### src/rtl/led_ctrl_defines.vh
`ifndef LED_CTRL_DEFINES_VH
`define LED_CTRL_DEFINES_VH
`define OFS_OUTPUT_ENABLE 8'h10
`define OFS_DISPLAY_LEVEL 8'hA0
`define OFS_KEYPAD_LEVEL 8'hB0
`define RST_OUTPUT_ENABLE 8'h00
`define RST_DISPLAY_LEVEL 8'h00
`define RST_KEYPAD_LEVEL 8'h00
`define BIT_MAIN_ENABLE 0
`define BIT_SUB_ENABLE 1
`define BIT_KEYPAD_ENABLE 2
`define POS_MAIN_LEVEL 0
`define POS_SUB_LEVEL 4
`define CLK_HZ 50000000
`define PWM_HZ 10000
`define PWM_STEPS 16
`define PWM_SLOT_CYCLES (`CLK_HZ / (`PWM_HZ * `PWM_STEPS))
// Target address value is arbitrary
`define TARGET_ADDR 7'h2B
`endif

### src/rtl/led_brightness_serial_control.v
`timescale 1ns/100ps
`default_nettype none
`include "led_ctrl_defines.vh"
module led_brightness_serial_control #(
    parameter [6:0] TARGET_ADDR = `TARGET_ADDR,
    parameter integer SLOT_CYCLES = `PWM_SLOT_CYCLES
) (
    input wire clk,
    input wire sys_rst,
    input wire scl_in,
    input wire sda_in,
    output reg sda_out,
    output reg sda_oe,
    output reg main_bank_sinks,
    output reg sub_bank_sinks,
    output reg keypad_sink,
    output reg [1:0] keypad_scale,
    output reg pump_gain_high,
    output reg bus_busy
);
    localparam [4:0] ST_IDLE = 5'h01;
    localparam [4:0] ST_ADDR = 5'h02;
    localparam [4:0] ST_REG = 5'h04;
    localparam [4:0] ST_DATA = 5'h08;
    localparam [4:0] ST_IGNORE = 5'h10;

    localparam integer NUM_BANKS = 2;
    localparam integer NUM_REGS = 3;
    localparam [3:0] BITS_PER_BYTE = 4'h8;
    localparam [3:0] ACK_SLOT = 4'h9;

    localparam [1:0] IDX_ENABLE = 2'h0;
    localparam [1:0] IDX_DISPLAY = 2'h1;
    localparam [1:0] IDX_KEYPAD = 2'h2;

    // Pin synchronisers; the third stage feeds only the edge detectors
    reg scl_s1_q;
    reg scl_s2_q;
    reg scl_s3_q;
    reg sda_s1_q;
    reg sda_s2_q;
    reg sda_s3_q;

    // Receive engine registers and their next values
    reg [4:0] state_q;
    reg [4:0] state_d;
    reg [3:0] bit_cnt_q;
    reg [3:0] bit_cnt_d;
    reg [7:0] shift_q;
    reg [7:0] shift_d;
    reg [7:0] reg_addr_q;
    reg [7:0] reg_addr_d;
    reg ack_q;
    reg ack_d;
    reg busy_d;
    reg wr_en;
    reg wr_hit;
    reg [1:0] wr_idx;

    // Register storage, one flip-flop entry per register
    reg [7:0] regs_q [0:NUM_REGS-1];

    // PWM timebase
    reg [15:0] slot_cnt_q;
    reg [15:0] slot_cnt_d;
    reg [3:0] phase_q;
    reg [3:0] phase_d;

    // Decoded conditions on the synchronised pins, the PWM timebase and the register words
    wire scl_rise;
    wire scl_fall;
    wire begin_cond;
    wire end_cond;
    wire [7:0] byte_in;
    wire addr_match;
    wire slot_end;
    wire [7:0] enable_reg;
    wire [7:0] display_reg;
    wire [7:0] keypad_reg;
    wire [NUM_BANKS-1:0] bank_en;
    wire [NUM_BANKS-1:0] bank_on;
    wire key_en;
    wire keypad_only;
    genvar gi;

    assign scl_rise = scl_s2_q & ~scl_s3_q;
    assign scl_fall = ~scl_s2_q & scl_s3_q;
    assign begin_cond = scl_s2_q & scl_s3_q & sda_s3_q & ~sda_s2_q;
    assign end_cond = scl_s2_q & scl_s3_q & ~sda_s3_q & sda_s2_q;
    assign byte_in = {shift_q[6:0], sda_s2_q};
    assign addr_match = (shift_q[7:1] == TARGET_ADDR) & ~shift_q[0];
    assign slot_end = (slot_cnt_q == SLOT_CYCLES[15:0] - 16'h0001);
    // Register words seen by the output logic
    assign enable_reg = regs_q[IDX_ENABLE];
    assign display_reg = regs_q[IDX_DISPLAY];
    assign keypad_reg = regs_q[IDX_KEYPAD];
    assign bank_en[0] = enable_reg[`BIT_MAIN_ENABLE];
    assign bank_en[1] = enable_reg[`BIT_SUB_ENABLE];
    assign key_en = enable_reg[`BIT_KEYPAD_ENABLE];
    // Keypad alone needs the higher pump gain
    assign keypad_only = key_en & ~(|bank_en);

    // Synchronisers
    always @(posedge clk or posedge sys_rst) begin
        if (sys_rst) begin
            scl_s1_q <= 1'b1;
            scl_s2_q <= 1'b1;
            scl_s3_q <= 1'b1;
            sda_s1_q <= 1'b1;
            sda_s2_q <= 1'b1;
            sda_s3_q <= 1'b1;
        end else begin
            scl_s1_q <= scl_in;
            scl_s2_q <= scl_s1_q;
            scl_s3_q <= scl_s2_q;
            sda_s1_q <= sda_in;
            sda_s2_q <= sda_s1_q;
            sda_s3_q <= sda_s2_q;
        end
    end

    // Register select from the second byte; unmapped addresses write nothing
    always @* begin
        wr_hit = 1'b1;
        case (reg_addr_q)
            `OFS_OUTPUT_ENABLE: wr_idx = IDX_ENABLE;
            `OFS_DISPLAY_LEVEL: wr_idx = IDX_DISPLAY;
            `OFS_KEYPAD_LEVEL: wr_idx = IDX_KEYPAD;
            default: begin
                wr_idx = IDX_ENABLE;
                wr_hit = 1'b0;
            end
        endcase
    end

    // Next state of the receive engine; a begin outranks every bit event
    always @* begin
        state_d = state_q;
        bit_cnt_d = bit_cnt_q;
        shift_d = shift_q;
        reg_addr_d = reg_addr_q;
        ack_d = ack_q;
        busy_d = bus_busy;
        wr_en = 1'b0;
        if (begin_cond) begin
            state_d = ST_ADDR;
            bit_cnt_d = 4'h0;
            ack_d = 1'b0;
            busy_d = 1'b1;
        end else if (end_cond) begin
            state_d = ST_IDLE;
            ack_d = 1'b0;
            busy_d = 1'b0;
        end else if (scl_rise && bit_cnt_q < BITS_PER_BYTE) begin
            shift_d = byte_in;
            bit_cnt_d = bit_cnt_q + 4'h1;
        end else if (scl_fall && bit_cnt_q == BITS_PER_BYTE) begin
            bit_cnt_d = ACK_SLOT;
            case (state_q)
                ST_ADDR: begin
                    if (addr_match) begin
                        ack_d = 1'b1;
                        state_d = ST_REG;
                    end else begin
                        state_d = ST_IGNORE;
                    end
                end
                ST_REG: begin
                    reg_addr_d = shift_q;
                    ack_d = 1'b1;
                    state_d = ST_DATA;
                end
                ST_DATA: begin
                    ack_d = 1'b1;
                    wr_en = 1'b1;
                end
                default: begin
                    state_d = ST_IGNORE;
                end
            endcase
        end else if (scl_fall && bit_cnt_q == ACK_SLOT) begin
            ack_d = 1'b0;
            bit_cnt_d = 4'h0;
        end
    end

    // Engine registers
    always @(posedge clk or posedge sys_rst) begin
        if (sys_rst) begin
            state_q <= ST_IDLE;
            bit_cnt_q <= 4'h0;
            shift_q <= 8'h00;
            reg_addr_q <= 8'h00;
            ack_q <= 1'b0;
            bus_busy <= 1'b0;
        end else begin
            state_q <= state_d;
            bit_cnt_q <= bit_cnt_d;
            shift_q <= shift_d;
            reg_addr_q <= reg_addr_d;
            ack_q <= ack_d;
            bus_busy <= busy_d;
        end
    end

    // One entry per register, loaded from the data byte
    generate
        for (gi = 0; gi < NUM_REGS; gi = gi + 1) begin : g_reg
            localparam [1:0] IDX = gi;
            localparam [7:0] RST_VAL = (gi == 0) ? `RST_OUTPUT_ENABLE :
                (gi == 1) ? `RST_DISPLAY_LEVEL : `RST_KEYPAD_LEVEL;
            always @(posedge clk or posedge sys_rst) begin
                if (sys_rst) begin
                    regs_q[gi] <= RST_VAL;
                end else if (wr_en && wr_hit && wr_idx == IDX) begin
                    regs_q[gi] <= shift_q;
                end
            end
        end
    endgenerate

    // Acknowledge drive; the pin is open drain, so only the enable moves
    always @(posedge clk or posedge sys_rst) begin
        if (sys_rst) begin
            sda_out <= 1'b0;
            sda_oe <= 1'b0;
        end else begin
            sda_out <= 1'b0;
            sda_oe <= ack_q;
        end
    end

    // Fixed-rate PWM timebase, sixteen slots per period
    always @* begin
        slot_cnt_d = slot_cnt_q + 16'h0001;
        phase_d = phase_q;
        if (slot_end) begin
            slot_cnt_d = 16'h0000;
            phase_d = phase_q + 4'h1;
        end
    end

    // PWM counters
    always @(posedge clk or posedge sys_rst) begin
        if (sys_rst) begin
            slot_cnt_q <= 16'h0000;
            phase_q <= 4'h0;
        end else begin
            slot_cnt_q <= slot_cnt_d;
            phase_q <= phase_d;
        end
    end

    // Per-bank duty compare: code n lights phases 0 to n
    generate
        for (gi = 0; gi < NUM_BANKS; gi = gi + 1) begin : g_bank
            localparam integer POS = (gi == 0) ? `POS_MAIN_LEVEL : `POS_SUB_LEVEL;
            wire [3:0] code;
            assign code = display_reg[POS +: 4];
            assign bank_on[gi] = bank_en[gi] & (phase_q <= code);
        end
    endgenerate

    // Sink controls and pump request, all registered
    always @(posedge clk or posedge sys_rst) begin
        if (sys_rst) begin
            main_bank_sinks <= 1'b0;
            sub_bank_sinks <= 1'b0;
            keypad_sink <= 1'b0;
            keypad_scale <= 2'h0;
            pump_gain_high <= 1'b0;
        end else begin
            main_bank_sinks <= bank_on[0];
            sub_bank_sinks <= bank_on[1];
            keypad_sink <= key_en;
            keypad_scale <= keypad_reg[1:0];
            pump_gain_high <= keypad_only;
        end
    end
endmodule // led_brightness_serial_control
`default_nettype wire

### config.mk
export PLATFORM = sky130hd
export DESIGN_NAME = led_brightness_serial_control
export DESIGN_NICKNAME = d
export VERILOG_FILES = /design/src/rtl/led_brightness_serial_control.v
export VERILOG_INCLUDE_DIRS = /design/src /design/src/rtl
export SDC_FILE = /design/constraint.sdc
export NUM_CORES = 1
export LEC_CHECK = 0
export BUFFER_PORTS_ARGS = -buffer_cell sky130_fd_sc_hd__clkbuf_2
export CAP_MARGIN = 20
export CORE_MARGIN = 2
export CORE_UTILIZATION = 60
export CTS_BUF_LIST = sky130_fd_sc_hd__clkbuf_4
export DETAILED_ROUTE_END_ITERATION = 8
export HOLD_SLACK_MARGIN = 0.15
export PLACE_DENSITY_LB_ADDON = 0.12
export REMOVE_ABC_BUFFERS = 1
export SLEW_MARGIN = 10
export SYNTH_ARGS = -nofsm -noshare
export SYNTH_HDL_FRONTEND = slang
export SYNTH_SLANG_ARGS = --single-unit
### constraint.sdc
create_clock -name clk -period 3.3 [get_ports clk]
set_clock_uncertainty 0.15 [all_clocks]
set_input_delay 0.495 -clock clk [delete_from_list [all_inputs] [get_ports clk]]
set_output_delay 0.495 -clock clk [all_outputs]
set_load 0.05 [all_outputs]
==> out/qor.yml <==
worst_pin_slew_ns: 0.8147
reg2reg_depth: 6
cap_violations: 0
place_congestion: 0.8062
worstSetupEndpointType: "register"
cp_slowest_cell: "nor4b_2"
hold_violations: 0
final.period_utilization_pct: 72.04
ys_async_sr_fraction_pct: 100.0
outcome: "finished, final reports clean"
cts_buffers: 9
port_buffers: 11
cp.required_ns: 3.44
synth_edf_count: 0
cts_sinks: 73
area_delta_synth_final_pct: 9.888
syn_inst: 262
r2r_end: "enable_reg[0]"
worstPathArrival_ns: 2.51
crit_cells: 6
syn-cell-area_um2: 3227
totalWireLength_mm: 5.397
max_stage_delay_ns: 0.46
ctsLongestPathBuffers: 2
yosys_warnings: 0
ant_nets: 0
grt_pass1_wl_mm: 9.335
pre_cts_slack_ns: 0.9230
path_clk_slew_ns: 0.11
via_count: 1987
die_h_um: 77.34
seq_area_frac_synth_pct: 56.88
hold-worst-slack_ns: 0.2126
crit_start: "bit_cnt_q[0]"
dp_hpwl_mm: 3.697
rsz0062_at_grt: "false"
synthFlopType: "dfrtp_1"
finalWorstPathRequiredPeriod_ns: 2.377
dieArea_um2: 5981
cts_root_buf: "clkbuf_4"
overflow: 0
drt_iter0_markers: 104
power_density_nw_per_um2: 495.0
track_usage_pct: 20.20
cp-start-kind: "register"
drc: 0
max-vdd-ir-drop_mv: 0.2918
wl_per_cell_um: 14.95
regMostFlops: "slot_cnt_q"
antenna_found_initial: 0
rr_startpoint: "bit_cnt_q[0]"
hold_path_class: "reg2reg"
final_layout_size_suffix_gt1_share_pct: 26.12
synth_cell_types: 43
coreArea_um2: 5140
maxSlewHeadroom_pct: 45.61
critical_path_class: "reg2reg"
setup_ws_ns: 0.9228
cp_num_buf_inv: 1
post_cts_resized: 0
htree_num_levels: 3
ios: 13
min_from: "sda_s1_q"
drt_pass1_iterations: 6
crit_family: "simple AND/OR/NAND/NOR gates"
path_max_fanout: 5
start_util_pct: 62.78
max_freq_ghz: 0.4207
finalSetupTns_ns: 0
crit_path_end: "enable_reg[0]"
avgSynthCellArea_um2: 12.32
cpMostUsedCell: "nor4b_2"
vias_per_cell: 5.504
worstPathCellList: "inv_1 -> ha_1 -> nor4b_2 -> nand4_1 -> nor4b_2 -> mux2_2"
rows: 26
die-width_um: 77.34
final_max_slew_viol_count: 0
largest_reg_flops: 16
cts_tree: "done"
r2r_slack_ns: 0.92
first_global_vias: 1973
nets: 303
clk_latency_ns: 0.40
synth_seq_cells: 73
p_leak_uw: 0.001651
n_antenna_cell: 0
setup_violations: 0
grt_max_degree: 40
[layout make-up]
cell class	instances	area, um2
fillers	404	1594
inverters	14	52.55
flip-flops and latches	73	1836
repair buffers	16	112.6
clock inverters	4	43.79
multi-input cells	172	1324
well taps	70	87.58
clock buffers	12	90.09
[how the worst min path moves through the flow]
stage,end,slack [ns],depth (start not counted)
global route,sda_s2_q,0.22,0
floorplan,scl_s2_q,0.20,0
global placement,scl_s2_q,0.20,0
CTS,sda_s2_q,0.21,0
finish,sda_s2_q,0.21,0
detailed placement,sda_s2_q,0.20,0
[Yosys cell counts, types with 3 or more instances]
cell type  number  area share, %
dfstp_2         7            5.7
mux2_2         30             10
nand2b_1        3           0.58
nor2b_1         3           0.58
ha_1           13            5.0
nor2_1         16            1.9
dfrtp_1        66             51
xnor2_1        14            3.8
o21ai_0         8            1.2
inv_1          14            1.6
nand3_1         8            1.2
nand2_1        19            2.2
xor2_1          5            1.4
a21oi_1         7            1.1
nand4_1         9            1.7
[through the flow]
stage	total power [uW]	utilization (%)	instance area, um2	cells
after floorplan	1161	-	3212	259
after global placement	1219	65.80	3382	342
after detailed placement	1229	65.80	3382	342
after CTS	1770	68.99	3546	361
after global routing	1844	68.99	3546	361
final	1755	68.99	3546	361
[what timing repair did]
action / CTS / global route
hold buffers: 3 / 0
endpoints found under the hold margin: 33 / 0
buffers inserted: 0 / 0
[power breakdown]
part           total [uW]  switching, uW  internal (uW)  leakage [uW]
logic                 163           77.0           85.9      0.000620
registers            1050           89.0            963      0.000952
clock network         540            287            253     0.0000787
total                1760            453           1300       0.00165
[kinds of logic after synthesis]
group | share of synthesized area, %
buffers and inverters | 2.094
multiplexers | 10.47
adder cells (fa/ha/maj) | 5.041
AO/OA/AOI/OAI | 3.916
other | 0.1162
XOR/XNOR | 5.157
flip-flops | 56.88
AND/OR/NAND/NOR | 16.32
[cells in the final DEF, fill, tap and decap left out, types with 7 or more instances in the layout]
| cell | n |
|---|---|
| a21oi_1 | 7 |
| clkbuf_2 | 11 |
| clkbuf_4 | 12 |
| dfrtp_1 | 66 |
| dfstp_2 | 7 |
| ha_1 | 13 |
| inv_1 | 13 |
| mux2_2 | 30 |
| nand2_1 | 19 |
| nand3_1 | 8 |
| nand4_1 | 9 |
| nor2_1 | 16 |
| o21ai_0 | 8 |
| xnor2_1 | 14 |
[routing by layer]
metal	share of wire [%]	wire length, um	vias up	GRT usage, %
met5	0	0	-	0
met4	1.6	89	0	10.71
met3	2.1	114	9	3.488
met2	47	2545	22	30.61
met1	49	2648	985	28.10
li1	-	-	971	-
Note: power is estimated with default switching activity, not from simulation.
